## config.mk

```make
export PLATFORM = sky130hd
export DESIGN_NAME = hsq_sequencer
export DESIGN_NICKNAME = d
export VERILOG_FILES = /design/src/core/hsq_input_sync.v /design/src/core/hsq_sequencer.v
export VERILOG_INCLUDE_DIRS = /design/src /design/src/core
export SDC_FILE = /design/constraint.sdc
export NUM_CORES = 1
export LEC_CHECK = 0
export BUFFER_PORTS_ARGS = -buffer_cell sky130_fd_sc_hd__buf_2
export CAP_MARGIN = 25
export CORE_AREA = 2 2 140 142
export CTS_CLUSTER_SIZE = 25
export DETAILED_ROUTE_END_ITERATION = 10
export DIE_AREA = 0 0 142 144
export PLACE_DENSITY = 0.63
export SETUP_SLACK_MARGIN = 0.2
export SLEW_MARGIN = 20
export SYNTH_ARGS = -nofsm -noshare
export SYNTH_HDL_FRONTEND = slang
export SYNTH_HIERARCHICAL = 1
export SYNTH_SLANG_ARGS = --single-unit
```

## constraint.sdc

```tcl
create_clock -name i_clock -period 4.2 [get_ports i_clock]
set_input_delay 0.42 -clock i_clock [delete_from_list [all_inputs] [get_ports i_clock]]
set_output_delay 0.42 -clock i_clock [all_outputs]
set_load 0.05 [all_outputs]
```

## src/core/hsq_regs.vh

```
// constants shared by the homing sequencer files
`ifndef HSQ_REGS_VH
`define HSQ_REGS_VH

// ****************************************************************
// phase word layout
// ****************************************************************
`define HSQ_PH_W 10
`define HSQ_PH_DIR 9
`define HSQ_PH_FAST 8
`define HSQ_PH_SEL_HI 7
`define HSQ_PH_SEL_LO 6
`define HSQ_PH_RISE 5
`define HSQ_PH_IDX 4
`define HSQ_PH_LAST 3
`define HSQ_PH_NEXT_HI 2
`define HSQ_PH_NEXT_LO 0

// ****************************************************************
// switch selectors inside a phase word
// ****************************************************************
`define HSQ_SEL_NEG 2'h0
`define HSQ_SEL_POS 2'h1
`define HSQ_SEL_REF 2'h2
`define HSQ_SEL_NONE 2'h3

// ****************************************************************
// method range and fixed steps
// ****************************************************************
`define HSQ_METHOD_MIN 8'h01
`define HSQ_METHOD_MAX 8'h0e
`define HSQ_MIRROR_FIRST 8'h0b
`define HSQ_MIRROR_OFFSET 8'h04
`define HSQ_LIMIT_FIRST 4'h7
`define HSQ_LIMIT_STEP 3'h7

// ****************************************************************
// input bit positions after synchronising
// ****************************************************************
`define HSQ_IN_NEG 0
`define HSQ_IN_POS 1
`define HSQ_IN_REF 2
`define HSQ_IN_IDX 3
`define HSQ_IN_W 4

// ****************************************************************
// error codes and reset values
// ****************************************************************
`define HSQ_ERR_NONE 4'h0
`define HSQ_ERR_METHOD 4'h1
`define HSQ_ERR_LIMIT 4'h2
`define HSQ_ERR_ABORT 4'h3
`define HSQ_RST_DIR 1'b0
`define HSQ_RST_ZERO 1'b1

`endif

```

## src/core/hsq_input_sync.v

```verilog
// two-stage synchroniser with registered edge detection
`timescale 1ns/100ps
`default_nettype none

module hsq_input_sync #(
	parameter WIDTH = 4
) (
	input wire i_clock,
	input wire i_rst,
	input wire [WIDTH-1:0] i_async,
	output wire [WIDTH-1:0] o_level,
	output wire [WIDTH-1:0] o_rise,
	output wire [WIDTH-1:0] o_fall
);

	// ****************************************************************
	// per-bit chain
	// ****************************************************************
	genvar g;
	generate
		for (g = 0; g < WIDTH; g = g + 1) begin : bit_chain
			reg meta;
			reg stable;
			reg prev;
			// meta feeds only stable; edges come from stable vs prev
			always @(posedge i_clock or posedge i_rst) begin
				if (i_rst) begin
					meta <= 1'b0;
					stable <= 1'b0;
					prev <= 1'b0;
				end else begin
					meta <= i_async[g];
					stable <= meta;
					prev <= stable;
				end
			end
			assign o_level[g] = stable;
			assign o_rise[g] = stable & ~prev;
			assign o_fall[g] = ~stable & prev;
		end
	endgenerate

endmodule

`default_nettype wire

```

## src/core/hsq_sequencer.v

```verilog
// homing sequencer for switch and index based methods 1 to 14
`timescale 1ns/100ps
`default_nettype none
`include "hsq_regs.vh"

// Behaviour
// - method 1 homes on negative overtravel then index
// - method 2 mirrors method 1 on positive overtravel
// - method 3 reference switch, fast positive start
// - method 4 reference switch, slow positive start
// - method 5 reference switch, fast negative start
// - method 6 reference switch, slow negative start
// - methods 7 to 10 start moving positive
// - method 7 without limit hit sequence
// - method 7 reverses fast on positive overtravel
// - method 8 without limit hit sequence
// - method 8 after positive overtravel hit
// - method 9 without limit hit sequence
// - method 9 after positive overtravel hit
// - method 10 without limit hit sequence
// - method 10 after positive overtravel hit
// - methods 11 to 14 mirror 7 to 10
// - fast uses switch speed, slow uses zero speed
// - homing acceleration applies to every move
// - attained flag on success, error flag plus code
module hsq_sequencer #(
	parameter SPEED_W = 32,
	parameter POS_W = 32
) (
	input wire i_clock,
	input wire i_rst,
	input wire i_start,
	input wire i_abort,
	input wire [7:0] i_method,
	input wire i_negative_overtravel_switch,
	input wire i_pos_travel_limit_input,
	input wire i_reference_switch,
	input wire i_index_pulse,
	input wire [SPEED_W-1:0] i_switch_search_speed,
	input wire [SPEED_W-1:0] i_zero_search_speed,
	input wire [SPEED_W-1:0] i_homing_acceleration,
	input wire [POS_W-1:0] i_position,
	output reg o_busy,
	output reg o_dir_positive,
	output reg o_speed_fast,
	output reg o_velocity_zero,
	output reg [SPEED_W-1:0] o_speed_command,
	output reg [SPEED_W-1:0] o_accel_command,
	output reg o_homing_attained,
	output reg o_homing_error,
	output reg [3:0] o_error_code,
	output reg [POS_W-1:0] o_home_position
);

	// ****************************************************************
	// states
	// ****************************************************************
	localparam ST_IDLE = 3'h0;
	localparam ST_RUN = 3'h1;
	localparam ST_STOP = 3'h2;
	localparam ST_DONE = 3'h3;
	localparam ST_ERR = 3'h4;

	localparam DIR_P = 1'b1;
	localparam DIR_N = 1'b0;
	localparam FAST = 1'b1;
	localparam SLOW = 1'b0;
	localparam RISE = 1'b1;
	localparam FALL = 1'b0;

	// ****************************************************************
	// phase table
	// ****************************************************************
	function [`HSQ_PH_W-1:0] ph;
		input dir;
		input fast;
		input [1:0] sel;
		input rise;
		input idx;
		input last;
		input [2:0] nxt;
		begin
			ph = {dir, fast, sel, rise, idx, last, nxt};
		end
	endfunction

	// one phase per step; step 7 is the overtravel reversal
	function [`HSQ_PH_W-1:0] plan;
		input [3:0] base;
		input [2:0] step;
		begin
			plan = ph(DIR_P, SLOW, `HSQ_SEL_NONE, RISE, 1'b1, 1'b1, 3'h0);
			case ({base, step})
				// fast to limit rise, slow back to index after fall
				{4'h1, 3'h0}: plan = ph(DIR_N, FAST, `HSQ_SEL_NEG, RISE, 1'b0, 1'b0, 3'h1);
				{4'h1, 3'h1}: plan = ph(DIR_P, SLOW, `HSQ_SEL_NEG, FALL, 1'b1, 1'b1, 3'h0);
				// positive limit counterpart
				{4'h2, 3'h0}: plan = ph(DIR_P, FAST, `HSQ_SEL_POS, RISE, 1'b0, 1'b0, 3'h1);
				{4'h2, 3'h1}: plan = ph(DIR_N, SLOW, `HSQ_SEL_POS, FALL, 1'b1, 1'b1, 3'h0);
				{4'h3, 3'h0}: plan = ph(DIR_P, FAST, `HSQ_SEL_REF, RISE, 1'b1, 1'b0, 3'h1);
				{4'h3, 3'h1}: plan = ph(DIR_N, SLOW, `HSQ_SEL_REF, FALL, 1'b1, 1'b1, 3'h0);
				{4'h4, 3'h0}: plan = ph(DIR_N, FAST, `HSQ_SEL_REF, FALL, 1'b1, 1'b0, 3'h1);
				{4'h4, 3'h1}: plan = ph(DIR_P, SLOW, `HSQ_SEL_REF, RISE, 1'b1, 1'b1, 3'h0);
				{4'h4, 3'h2}: plan = ph(DIR_P, SLOW, `HSQ_SEL_REF, FALL, 1'b1, 1'b1, 3'h0);
				{4'h5, 3'h0}: plan = ph(DIR_N, FAST, `HSQ_SEL_REF, RISE, 1'b1, 1'b0, 3'h1);
				{4'h5, 3'h1}: plan = ph(DIR_P, SLOW, `HSQ_SEL_REF, FALL, 1'b1, 1'b1, 3'h0);
				// return phase needs no new edge, falling edge already passed
				{4'h6, 3'h0}: plan = ph(DIR_P, FAST, `HSQ_SEL_REF, FALL, 1'b1, 1'b0, 3'h1);
				{4'h6, 3'h1}: plan = ph(DIR_N, SLOW, `HSQ_SEL_NONE, FALL, 1'b1, 1'b1, 3'h0);
				{4'h6, 3'h2}: plan = ph(DIR_N, SLOW, `HSQ_SEL_REF, RISE, 1'b1, 1'b1, 3'h0);
				{4'h7, 3'h0}: plan = ph(DIR_P, FAST, `HSQ_SEL_REF, RISE, 1'b0, 1'b0, 3'h1);
				{4'h7, 3'h1}: plan = ph(DIR_N, SLOW, `HSQ_SEL_REF, FALL, 1'b1, 1'b1, 3'h0);
				// reversed fast, decelerate at rise, keep negative
				{4'h7, 3'h7}: plan = ph(DIR_N, FAST, `HSQ_SEL_REF, RISE, 1'b0, 1'b0, 3'h1);
				{4'h8, 3'h0}: plan = ph(DIR_P, FAST, `HSQ_SEL_REF, RISE, 1'b0, 1'b0, 3'h1);
				{4'h8, 3'h1}: plan = ph(DIR_P, SLOW, `HSQ_SEL_NONE, RISE, 1'b1, 1'b1, 3'h0);
				{4'h8, 3'h2}: plan = ph(DIR_N, SLOW, `HSQ_SEL_REF, FALL, 1'b0, 1'b0, 3'h3);
				{4'h8, 3'h3}: plan = ph(DIR_P, SLOW, `HSQ_SEL_REF, RISE, 1'b1, 1'b1, 3'h0);
				{4'h8, 3'h7}: plan = ph(DIR_N, FAST, `HSQ_SEL_REF, RISE, 1'b0, 1'b0, 3'h2);
				{4'h9, 3'h0}: plan = ph(DIR_P, FAST, `HSQ_SEL_REF, RISE, 1'b0, 1'b0, 3'h1);
				{4'h9, 3'h1}: plan = ph(DIR_P, SLOW, `HSQ_SEL_REF, FALL, 1'b0, 1'b0, 3'h2);
				{4'h9, 3'h2}: plan = ph(DIR_N, SLOW, `HSQ_SEL_REF, RISE, 1'b1, 1'b1, 3'h0);
				{4'h9, 3'h7}: plan = ph(DIR_N, FAST, `HSQ_SEL_REF, RISE, 1'b0, 1'b0, 3'h3);
				{4'h9, 3'h3}: plan = ph(DIR_N, SLOW, `HSQ_SEL_NONE, RISE, 1'b1, 1'b1, 3'h0);
				{4'ha, 3'h0}: plan = ph(DIR_P, FAST, `HSQ_SEL_REF, RISE, 1'b0, 1'b0, 3'h1);
				{4'ha, 3'h1}: plan = ph(DIR_P, SLOW, `HSQ_SEL_REF, FALL, 1'b1, 1'b1, 3'h0);
				{4'ha, 3'h7}: plan = ph(DIR_N, FAST, `HSQ_SEL_REF, RISE, 1'b0, 1'b0, 3'h1);
				default: plan = ph(DIR_P, SLOW, `HSQ_SEL_NONE, RISE, 1'b1, 1'b1, 3'h0);
			endcase
		end
	endfunction

	// first step depends on the start level of the watched switch
	function [2:0] first_step;
		input [3:0] base;
		input active;
		begin
			case (base)
				4'h4: first_step = active ? 3'h0 : 3'h2;
				4'h5: first_step = active ? 3'h1 : 3'h0;
				4'h6: first_step = active ? 3'h0 : 3'h2;
				4'h8: first_step = active ? 3'h2 : 3'h0;
				default: first_step = active ? 3'h1 : 3'h0;
			endcase
		end
	endfunction

	// ****************************************************************
	// input conditioning
	// ****************************************************************
	wire [`HSQ_IN_W-1:0] in_level;
	wire [`HSQ_IN_W-1:0] in_rise;
	wire [`HSQ_IN_W-1:0] in_fall;

	hsq_input_sync #(
		.WIDTH(`HSQ_IN_W)
	) u_sync (
		.i_clock(i_clock),
		.i_rst(i_rst),
		.i_async({i_index_pulse, i_reference_switch, i_pos_travel_limit_input,
			i_negative_overtravel_switch}),
		.o_level(in_level),
		.o_rise(in_rise),
		.o_fall(in_fall)
	);

	// ****************************************************************
	// sequencing state
	// ****************************************************************
	reg [2:0] state;
	reg [3:0] base;
	reg mirror;
	reg [2:0] step;
	reg armed;

	wire [`HSQ_PH_W-1:0] cur = plan(base, step);
	wire [1:0] cur_sel = cur[`HSQ_PH_SEL_HI:`HSQ_PH_SEL_LO];
	wire [2:0] cur_next = cur[`HSQ_PH_NEXT_HI:`HSQ_PH_NEXT_LO];
	// mirrored methods invert travel; limit swaps to negative side
	wire move_pos = cur[`HSQ_PH_DIR] ^ mirror;
	wire [1:0] sel_eff = (mirror && cur_sel == `HSQ_SEL_POS) ? `HSQ_SEL_NEG : cur_sel;

	wire [7:0] meth_base = (i_method >= `HSQ_MIRROR_FIRST) ?
		(i_method - `HSQ_MIRROR_OFFSET) : i_method;
	wire meth_ok = (i_method >= `HSQ_METHOD_MIN) && (i_method <= `HSQ_METHOD_MAX);
	wire start_active = (i_method == 8'h01) ? in_level[`HSQ_IN_NEG] :
		(i_method == 8'h02) ? in_level[`HSQ_IN_POS] : in_level[`HSQ_IN_REF];

	reg sw_edge;
	always @* begin
		case (sel_eff)
			`HSQ_SEL_NEG: sw_edge = cur[`HSQ_PH_RISE] ? in_rise[`HSQ_IN_NEG] : in_fall[`HSQ_IN_NEG];
			`HSQ_SEL_POS: sw_edge = cur[`HSQ_PH_RISE] ? in_rise[`HSQ_IN_POS] : in_fall[`HSQ_IN_POS];
			`HSQ_SEL_REF: sw_edge = cur[`HSQ_PH_RISE] ? in_rise[`HSQ_IN_REF] : in_fall[`HSQ_IN_REF];
			default: sw_edge = 1'b0;
		endcase
	end

	// overtravel reached in the opening fast search of methods 7 to 14
	wire lim_mode = (base >= `HSQ_LIMIT_FIRST);
	wire travel_lim_rise = mirror ? in_rise[`HSQ_IN_NEG] : in_rise[`HSQ_IN_POS];
	wire lim_reverse = lim_mode && step == 3'h0 && travel_lim_rise;
	// any other limit hit in the direction of travel is a failure, unless that limit is the switch searched before arming
	wire bad_limit = (move_pos ? in_rise[`HSQ_IN_POS] : in_rise[`HSQ_IN_NEG]) &&
		!(sel_eff == (move_pos ? `HSQ_SEL_POS : `HSQ_SEL_NEG) && !armed);
	wire idx_hit = armed && in_rise[`HSQ_IN_IDX];

	reg [2:0] next_state;
	reg [2:0] next_step;
	reg next_armed;
	reg [3:0] next_err;

	always @* begin
		next_state = state;
		next_step = step;
		next_armed = armed;
		next_err = o_error_code;
		case (state)
			ST_IDLE, ST_DONE, ST_ERR: begin
				if (i_start) begin
					if (meth_ok) begin
						next_state = ST_STOP;
						next_err = `HSQ_ERR_NONE;
						next_step = first_step(meth_base[3:0], start_active);
					end else begin
						next_state = ST_ERR;
						next_err = `HSQ_ERR_METHOD;
					end
				end
			end
			ST_RUN: begin
				if (i_abort) begin
					next_state = ST_ERR;
					next_err = `HSQ_ERR_ABORT;
				end else if (lim_reverse) begin
					// reversal beats the generic limit
					next_state = ST_STOP;
					next_step = `HSQ_LIMIT_STEP;
				end else if (bad_limit) begin
					next_state = ST_ERR;
					next_err = `HSQ_ERR_LIMIT;
				end else if (!armed && sw_edge) begin
					// an edge alone ends a phase without index search
					if (cur[`HSQ_PH_IDX]) begin
						next_armed = 1'b1;
					end else begin
						next_state = ST_STOP;
						next_step = cur_next;
					end
				end else if (idx_hit) begin
					if (cur[`HSQ_PH_LAST]) begin
						next_state = ST_DONE;
					end else begin
						next_state = ST_STOP;
						next_step = cur_next;
					end
				end
			end
			ST_STOP: begin
				// one cycle at zero velocity between phases
				next_state = ST_RUN;
				next_armed = (sel_eff == `HSQ_SEL_NONE);
			end
			default: next_state = ST_IDLE;
		endcase
	end

	always @(posedge i_clock or posedge i_rst) begin
		if (i_rst) begin
			state <= ST_IDLE;
			base <= 4'h0;
			mirror <= 1'b0;
			step <= 3'h0;
			armed <= 1'b0;
		end else begin
			state <= next_state;
			step <= next_step;
			armed <= next_armed;
			if ((state == ST_IDLE || state == ST_DONE || state == ST_ERR) && i_start && meth_ok) begin
				base <= meth_base[3:0];
				mirror <= (i_method >= `HSQ_MIRROR_FIRST);
			end
		end
	end

	// ****************************************************************
	// outputs toward the motion generator
	// ****************************************************************
	// direction and speed level lag the phase by one cycle; stops stay safe since zero is forced
	always @(posedge i_clock or posedge i_rst) begin
		if (i_rst) begin
			o_busy <= 1'b0;
			o_dir_positive <= `HSQ_RST_DIR;
			o_speed_fast <= 1'b0;
			o_velocity_zero <= `HSQ_RST_ZERO;
			o_speed_command <= {SPEED_W{1'b0}};
			o_accel_command <= {SPEED_W{1'b0}};
			o_homing_attained <= 1'b0;
			o_homing_error <= 1'b0;
			o_error_code <= `HSQ_ERR_NONE;
			o_home_position <= {POS_W{1'b0}};
		end else begin
			o_busy <= (next_state == ST_RUN) || (next_state == ST_STOP);
			o_dir_positive <= move_pos;
			o_speed_fast <= cur[`HSQ_PH_FAST];
			o_velocity_zero <= (next_state != ST_RUN);
			if (next_state != ST_RUN) begin
				o_speed_command <= {SPEED_W{1'b0}};
			end else if (cur[`HSQ_PH_FAST]) begin
				o_speed_command <= i_switch_search_speed;
			end else begin
				o_speed_command <= i_zero_search_speed;
			end
			o_accel_command <= i_homing_acceleration;
			o_homing_attained <= (next_state == ST_DONE);
			o_homing_error <= (next_state == ST_ERR);
			o_error_code <= next_err;
			if (state == ST_RUN && next_state == ST_DONE) begin
				o_home_position <= i_position;
			end
		end
	end

endmodule

`default_nettype wire

```

==> metrics.txt, run 1 <==
total DRC errors in the routed layout=0; die area=20400 sq um; sequential fraction of design power=0.375; number of core rows=51; area occupied by multi-input gates=2370 sq um; max-slew violation count=0; CTS hold repair buffers=0; CP max stage cell=dfrtp_1; number of standard cells after synthesis=513; slowest cell delay on critical path=between 0.5 and 0.6 ns; number of setup violations in the final report=0; n_diodes=0; crit end category=flop; critical path arrival=4.01 ns; total design power=3.66 mW; CTS Sinks=roughly 130; count of warnings emitted by yosys=6; Clock H-tree levels=4; final estimated routing congestion in global placement=0.880; number of port buffers=247; leakage power summed over all cells=~4.2 nW; Starting Density=0.303; run status=completed; proportion of power drawn by combinational gates=0.203; initial antenna violation count=0; die outline height=144 microns; TritonCTS buffer count=17; slew at the pin closest to its max-slew limit=0.783 ns; maximum number of pins on one net before global-route repair=56; horizontal die dimension=approximately 140 microns; max frequency=269 MHz; total placed cells including tap cells=roughly 980; critical path launch point type=flop; final antenna-violating net count=0; setup repair after global routing missed its margin=false; Clock Tree Buf Depth=2; Hold Vio Cnt, Final=0; Sum Neg Setup Slack=0 ns; Worst IR Drop VDD=between 0.3 and 0.4 mV; Layout area overhead=36.0%; Internal Power=~2.5 mW; drt first-iter violations=281; number of buffers inserted by post-CTS setup repair=0; fin nets=between 900 and 1000; share of the cycle needed by the critical path after routing=0.886; synthesized area=a little under 6000 sq um; total global-route track usage=0.145; data required time at the worst endpoint=4.49 ns; via count of the first global-routing pass=between 4000 and 5000; average cell area after synthesis=11.3 sq um; Slew Limit Headroom=0.477; Layout Utilization=0.412; Cell Pwr Density=approximately 470 nW/um^2; cells along the critical path=inv_1, ha_1, nand2b_1, o21bai_1, a211oi_2, mux2_1, mux2i_2, o31a_1, a2bb2oi_4, nand3_4, buf_12, mux2_4; share of cells above drive strength 1=0.453; total congestion overflow after global routing=0; CTS tree=built; post-detailed-route via-to-cell ratio=4.64; routed len/inst=15.4 microns; detailed-router iteration count before antenna repair=4; CP Class=flop to flop; worst hold slack across all endpoints=between 0.03 and 0.04 ns; kind of cell adding the most delay to the critical path=compound AO/OA/AOI/OAI gates; Clk pin slew, worst setup/hold paths=0.06 ns; final critical-path required period=3.72 ns; number of fillers in the final layout=roughly 1900; Net Switching=1.19 mW; clock network fraction of total power=0.422; clock insertion delay at the later pin of the skew report=0.41 ns; clock skew=0.00986 ns; global-route wire length before repair=23000 microns; Core Footprint=19100 sq um; FF/Latch Area=3200 sq um; switching part of the total power=0.326; number of gates given a new drive strength after cts=0; WP buf/inv=2; Final Non-Filler Cells=1010; count of vias placed by the detailed router=approximately 4700; number of I/O pins=250; max-capacitance violation count=0; post-detailed-placement half-perimeter wirelength=11500 microns; total length of routed wires=15600 microns; CP max FO=12; root buffer cell=clkbuf_16; Hold Path Class=primary input to async pin
## cell type report
type,instances,share of cell area
flip-flops and latches,128,0.408
multi-input cells,346,0.302
repair buffers,256,0.169
clock buffers,17,0.0541
well taps,238,0.0379
clock inverters,15,0.0248
inverters,10,0.00509
## power by group through the flow
stage	Clock [mW]	Combinational, mW	Sequential, mW
floorplan	0	0.484	1.43
global placement	0	0.746	1.39
detailed placement	0	0.742	1.40
CTS	1.59	0.746	1.37
global route	1.64	0.825	1.39
finish	1.55	0.742	1.37
## path summary, 6_finish.rpt
path | cells past startpoint | to | slack, ns | startpoint
max in group asynchronous | 3 | o_accel_command[4]$_DFF_PP0_ | 3.15 | i_rst
setup reg to reg | 12 | o_home_position[5]$_DFFE_PP0P_ | 0.48 | step[1]$_DFFE_PP0P_
setup / recovery | 12 | o_home_position[5]$_DFFE_PP0P_ | 0.48 | step[1]$_DFFE_PP0P_
hold / removal | 2 | u_sync/bit_chain[2].stable$_DFF_PP0_ | 0.04 | i_rst
min in group i_clock | 1 | o_accel_command[27]$_DFF_PP0_ | 0.11 | i_homing_acceleration[27]
hold reg to reg | 0 | u_sync/bit_chain[3].stable$_DFF_PP0_ | 0.35 | u_sync/bit_chain[3].meta$_DFF_PP0_
## flip-flops by register name (all words and copies together), names as in the netlist, 2 cells and up
signal	cells
o_accel_command	32
u_sync/bit_chain.meta	4
state	3
base	4
u_sync/bit_chain.stable	4
o_error_code	2
o_speed_command	32
u_sync/bit_chain.prev	4
o_home_position	32
step	3
## layer usage
layer,GRT usage,up-vias,share of wire
met3,0.0434,13,0.067
met4,0.0447,0,0.012
met1,0.190,2225,0.44
met5,0,-,0
li1,-,2260,-
met2,0.231,186,0.48
## layout by cell type, fill, tap and decap left out, types with 2 or more instances in the layout
| master | count |
|---|---|
| a21o_1 | 6 |
| and3_1 | 7 |
| ha_1 | 10 |
| mux2_4 | 31 |
| o21ai_0 | 13 |
| buf_12 | 2 |
| nor3_1 | 10 |
| clkbuf_16 | 17 |
| xnor2_1 | 2 |
| inv_6 | 3 |
| buf_2 | 247 |
| o21a_1 | 2 |
| inv_1 | 9 |
| mux2_2 | 8 |
| a31oi_1 | 4 |
| a21boi_0 | 2 |
| clkinv_4 | 2 |
| nand3b_1 | 3 |
| dfrtp_1 | 127 |
| a21oi_1 | 51 |
| o21bai_1 | 2 |
| bufinv_16 | 2 |
| nor2_1 | 24 |
| inv_8 | 6 |
| buf_4 | 7 |
| and2b_2 | 7 |
| nand2_1 | 87 |
| nand2b_1 | 10 |
| nand3_1 | 8 |
| nor2b_1 | 7 |
| o31ai_1 | 2 |
| mux2i_1 | 10 |
| and2_1 | 3 |
| nor4_1 | 2 |
| conb_1 | 2 |
## per-stage QoR
step / cell area [sq um] / setup WS, ns
after floorplan: 5790 / 0.709
after global placement: 7240 / 0.596
after detailed placement: 7240 / 0.489
after CTS: 7860 / 0.476
after global routing: 7860 / 0.266
final: 7860 / 0.481
No activity file was read; power rests on OpenSTA's default activity.
==> run 2: changes to the inputs <==
Settings changed: CORE_AREA 2 2 140 142 to 2 2 113 115, CTS_BUF_LIST set to sky130_fd_sc_hd__clkbuf_8 sky130_fd_sc_hd__clkbuf_16, DIE_AREA 0 0 142 144 to 0 0 115 117, PLACE_DENSITY 0.63 to 0.87.
==> run 2 against run 1 <==
  * Largest power group unchanged
  * Total power down 2.6%
  * Final cell count down 8.5%
  * Critical path type unchanged
  * First-iteration DRC count up 85%
  * Worst setup slack better by 0.12 ns
  * Global-route usage up 6.8 points
  * Combinational power up 2%
  * Flip-flop and latch count unchanged
  * Utilization up 22 points
  * Via count up 1.8%
  * Clock skew up 0.0042 ns
  * Fmax up 3.5%
==> metrics.txt, run 2 (synthesis results as in run 1) <==
run status=completed (unchanged); max-capacitance violation count=0 (unchanged); Clock H-tree levels=4 (unchanged); Hold Vio Cnt, Final=0 (unchanged); count of vias placed by the detailed router=4768 (was 4684); max frequency=278 MHz (was 269 MHz); final antenna-violating net count=0 (unchanged); leakage power summed over all cells=4.24 nW (was 4.25 nW); CP Class=flop to flop (unchanged); total global-route track usage=0.213 (was 0.145); critical path launch point type=flop (unchanged); Hold Path Class=primary input to async pin (unchanged); final estimated routing congestion in global placement=0.973 (was 0.880); Sum Neg Setup Slack=0 ns (unchanged); horizontal die dimension=115 microns (was 142 microns); drt first-iter violations=520 (was 281); M1 WL=6240 microns (was 6810 microns); clock insertion delay at the later pin of the skew report=0.42 ns (was 0.41 ns); critical path arrival=3.89 ns (was 4.01 ns); highest-count cells in the layout ignoring fill and taps=buf_2, dfrtp_1, nand2_1 (unchanged); CP max FO=11 (was 12); crit end category=flop (unchanged); largest registers=o_accel_command: 32 flops, o_home_position: 32 flops, o_speed_command: 32 flops (unchanged); CTS Sinks=128 (unchanged); detailed-router iteration count before antenna repair=5 (was 4); amount of wire on met2 after detailed routing=7460 microns (was 7540 microns); cells on worst reg2reg path=12 (unchanged); die area=13500 sq um (was 20400 sq um); worst flop-to-flop path startpoint=step[1]$_DFFE_PP0P_ (unchanged); slew at the pin closest to its max-slew limit=0.822 ns (was 0.783 ns); total DRC errors in the routed layout=0 (unchanged); Reg-to-Reg End=o_home_position[12]$_DFFE_PP0P_ (was o_home_position[5]$_DFFE_PP0P_); initial antenna violation count=0 (unchanged); data required time at the worst endpoint=4.50 ns (was 4.49 ns); share of the cycle needed by the critical path after routing=0.856 (was 0.886); via count of the first global-routing pass=4407 (was 4318); root buffer cell=clkbuf_16 (unchanged); CTS hold repair buffers=0 (unchanged); Starting Density=0.470 (was 0.303); highest routed metal layer=met4 (unchanged); total cell area at the placement stage=7100 sq um (was 7240 sq um); number of I/O pins=250 (unchanged); Core Footprint=12300 sq um (was 19100 sq um); CTS tree=built (unchanged); Routed met3 length=1110 microns (was 1040 microns); total non-filler cell area in the finished layout=7740 sq um (was 7860 sq um); total length of routed wires=15000 microns (was 15600 microns); fin nets=915 (was 913); final critical-path required period=3.59 ns (was 3.72 ns); die outline height=117 microns (was 144 microns); Clock Tree Buf Depth=2 (unchanged); TritonCTS buffer count=17 (unchanged); flop-to-flop setup slack=0.61 ns (was 0.48 ns); number of port buffers=247 (unchanged); maximum number of pins on one net before global-route repair=69 (was 56); share of cells above drive strength 1=0.455 (was 0.453); global-route wire length before repair=21900 microns (was 23000 microns); total congestion overflow after global routing=0 (unchanged); max-slew violation count=0 (unchanged); Worst IR Drop VDD=0.396 mV (was 0.315 mV); clock skew=0.0140 ns (was 0.00986 ns); launch point of the critical path=step[1]$_DFFE_PP0P_ (unchanged); n_diodes=0 (unchanged); Slew Limit Headroom=0.452 (was 0.477); number of gates given a new drive strength after cts=0 (unchanged); most common cell after layout, fill and taps aside=buf_2 (unchanged); Cell Pwr Density=461 nW/um^2 (was 466 nW/um^2); post-detailed-route via-to-cell ratio=5.16 (was 4.64); routed len/inst=16.2 microns (was 15.4 microns); number of core rows=41 (was 51); Layout area overhead=33.8% (was 36.0%); Layout Utilization=0.629 (was 0.412); post-detailed-placement half-perimeter wirelength=10900 microns (was 11500 microns); number of setup violations in the final report=0 (unchanged); Clk pin slew, worst setup/hold paths=0.06 ns (about the same); setup repair after global routing missed its margin=false (unchanged)
run 2: changes by cell type in the layout (fill, tap and decap cells not counted):
cell,previous run,this run
buf_4,7,9
buf_16,0,1
clkinv_8,1,0
clkinv_4,2,3
clkinv_2,0,4
clkinvlp_4,1,2
inv_8,6,1
buf_12,2,1
run 2: metrics by stage:
stage | worst slack (ns) | power (mW) | cells | hold WS (ns)
2_1_floorplan | 0.709 | 1.92 | 514 | 0.285
3_3_place_gp | 0.481 | 2.10 | 887 | 0.332
3_5_place_dp | 0.345 | 2.12 | 887 | 0.335
4_1_cts | 0.337 | 3.57 | 919 | 0.0294
5_1_grt | 0.403 | 3.74 | 924 | 0.0660
6_report | 0.605 | 3.57 | 924 | 0.0365
run 2: area by class of cell:
cell class	instances	area (sq um)
inverters	10	40.0
clock buffers	17	425
clock inverters	15	159
well taps	150	188
multi-input cells	346	2370
flip-flops and latches	128	3200
fillers	941	4570
repair buffers	258	1350
run 2: how the worst max path moves through the flow:
stage	to	slack (ns)
floorplan	armed$_DFFE_PP0P_	0.71
finish	o_home_position[12]$_DFFE_PP0P_	0.61
global placement	o_home_position[14]$_DFFE_PP0P_	0.48
detailed placement	o_home_position[25]$_DFFE_PP0P_	0.35
global route	o_home_position[12]$_DFFE_PP0P_	0.40
CTS	o_home_position[25]$_DFFE_PP0P_	0.34
run 2: per-layer routing:
layer  track usage  vias to the layer above
li1              -                     2261
met3        0.0700                       15
met4        0.0803                        0
met2         0.343                      198
met1         0.270                     2294
met5             0                        -
run 2: what timing repair did:
action | CTS | global route
setup endpoints to repair | 0 | 15
endpoints found under the hold margin | 0 | 0
buffers inserted | 0 | 4
run 2: where the power goes:
group          internal, mW  total [mW]  switching [mW]
registers              1.29        1.37          0.0868
clock network         0.879        1.44           0.558
logic                 0.283       0.755           0.472
total                  2.45        3.57            1.12
run 2: critical path: stages (launching register included):
cell	delay, ns
dfrtp_1	0.50
inv_1	0.20
ha_1	0.24
nand2b_1	0.09
o21bai_1	0.17
a211oi_2	0.41
mux2_1	0.38
mux2i_2	0.33
o31a_1	0.24
a2bb2oi_4	0.24
nand3_4	0.14
buf_4	0.22
mux2_4	0.31
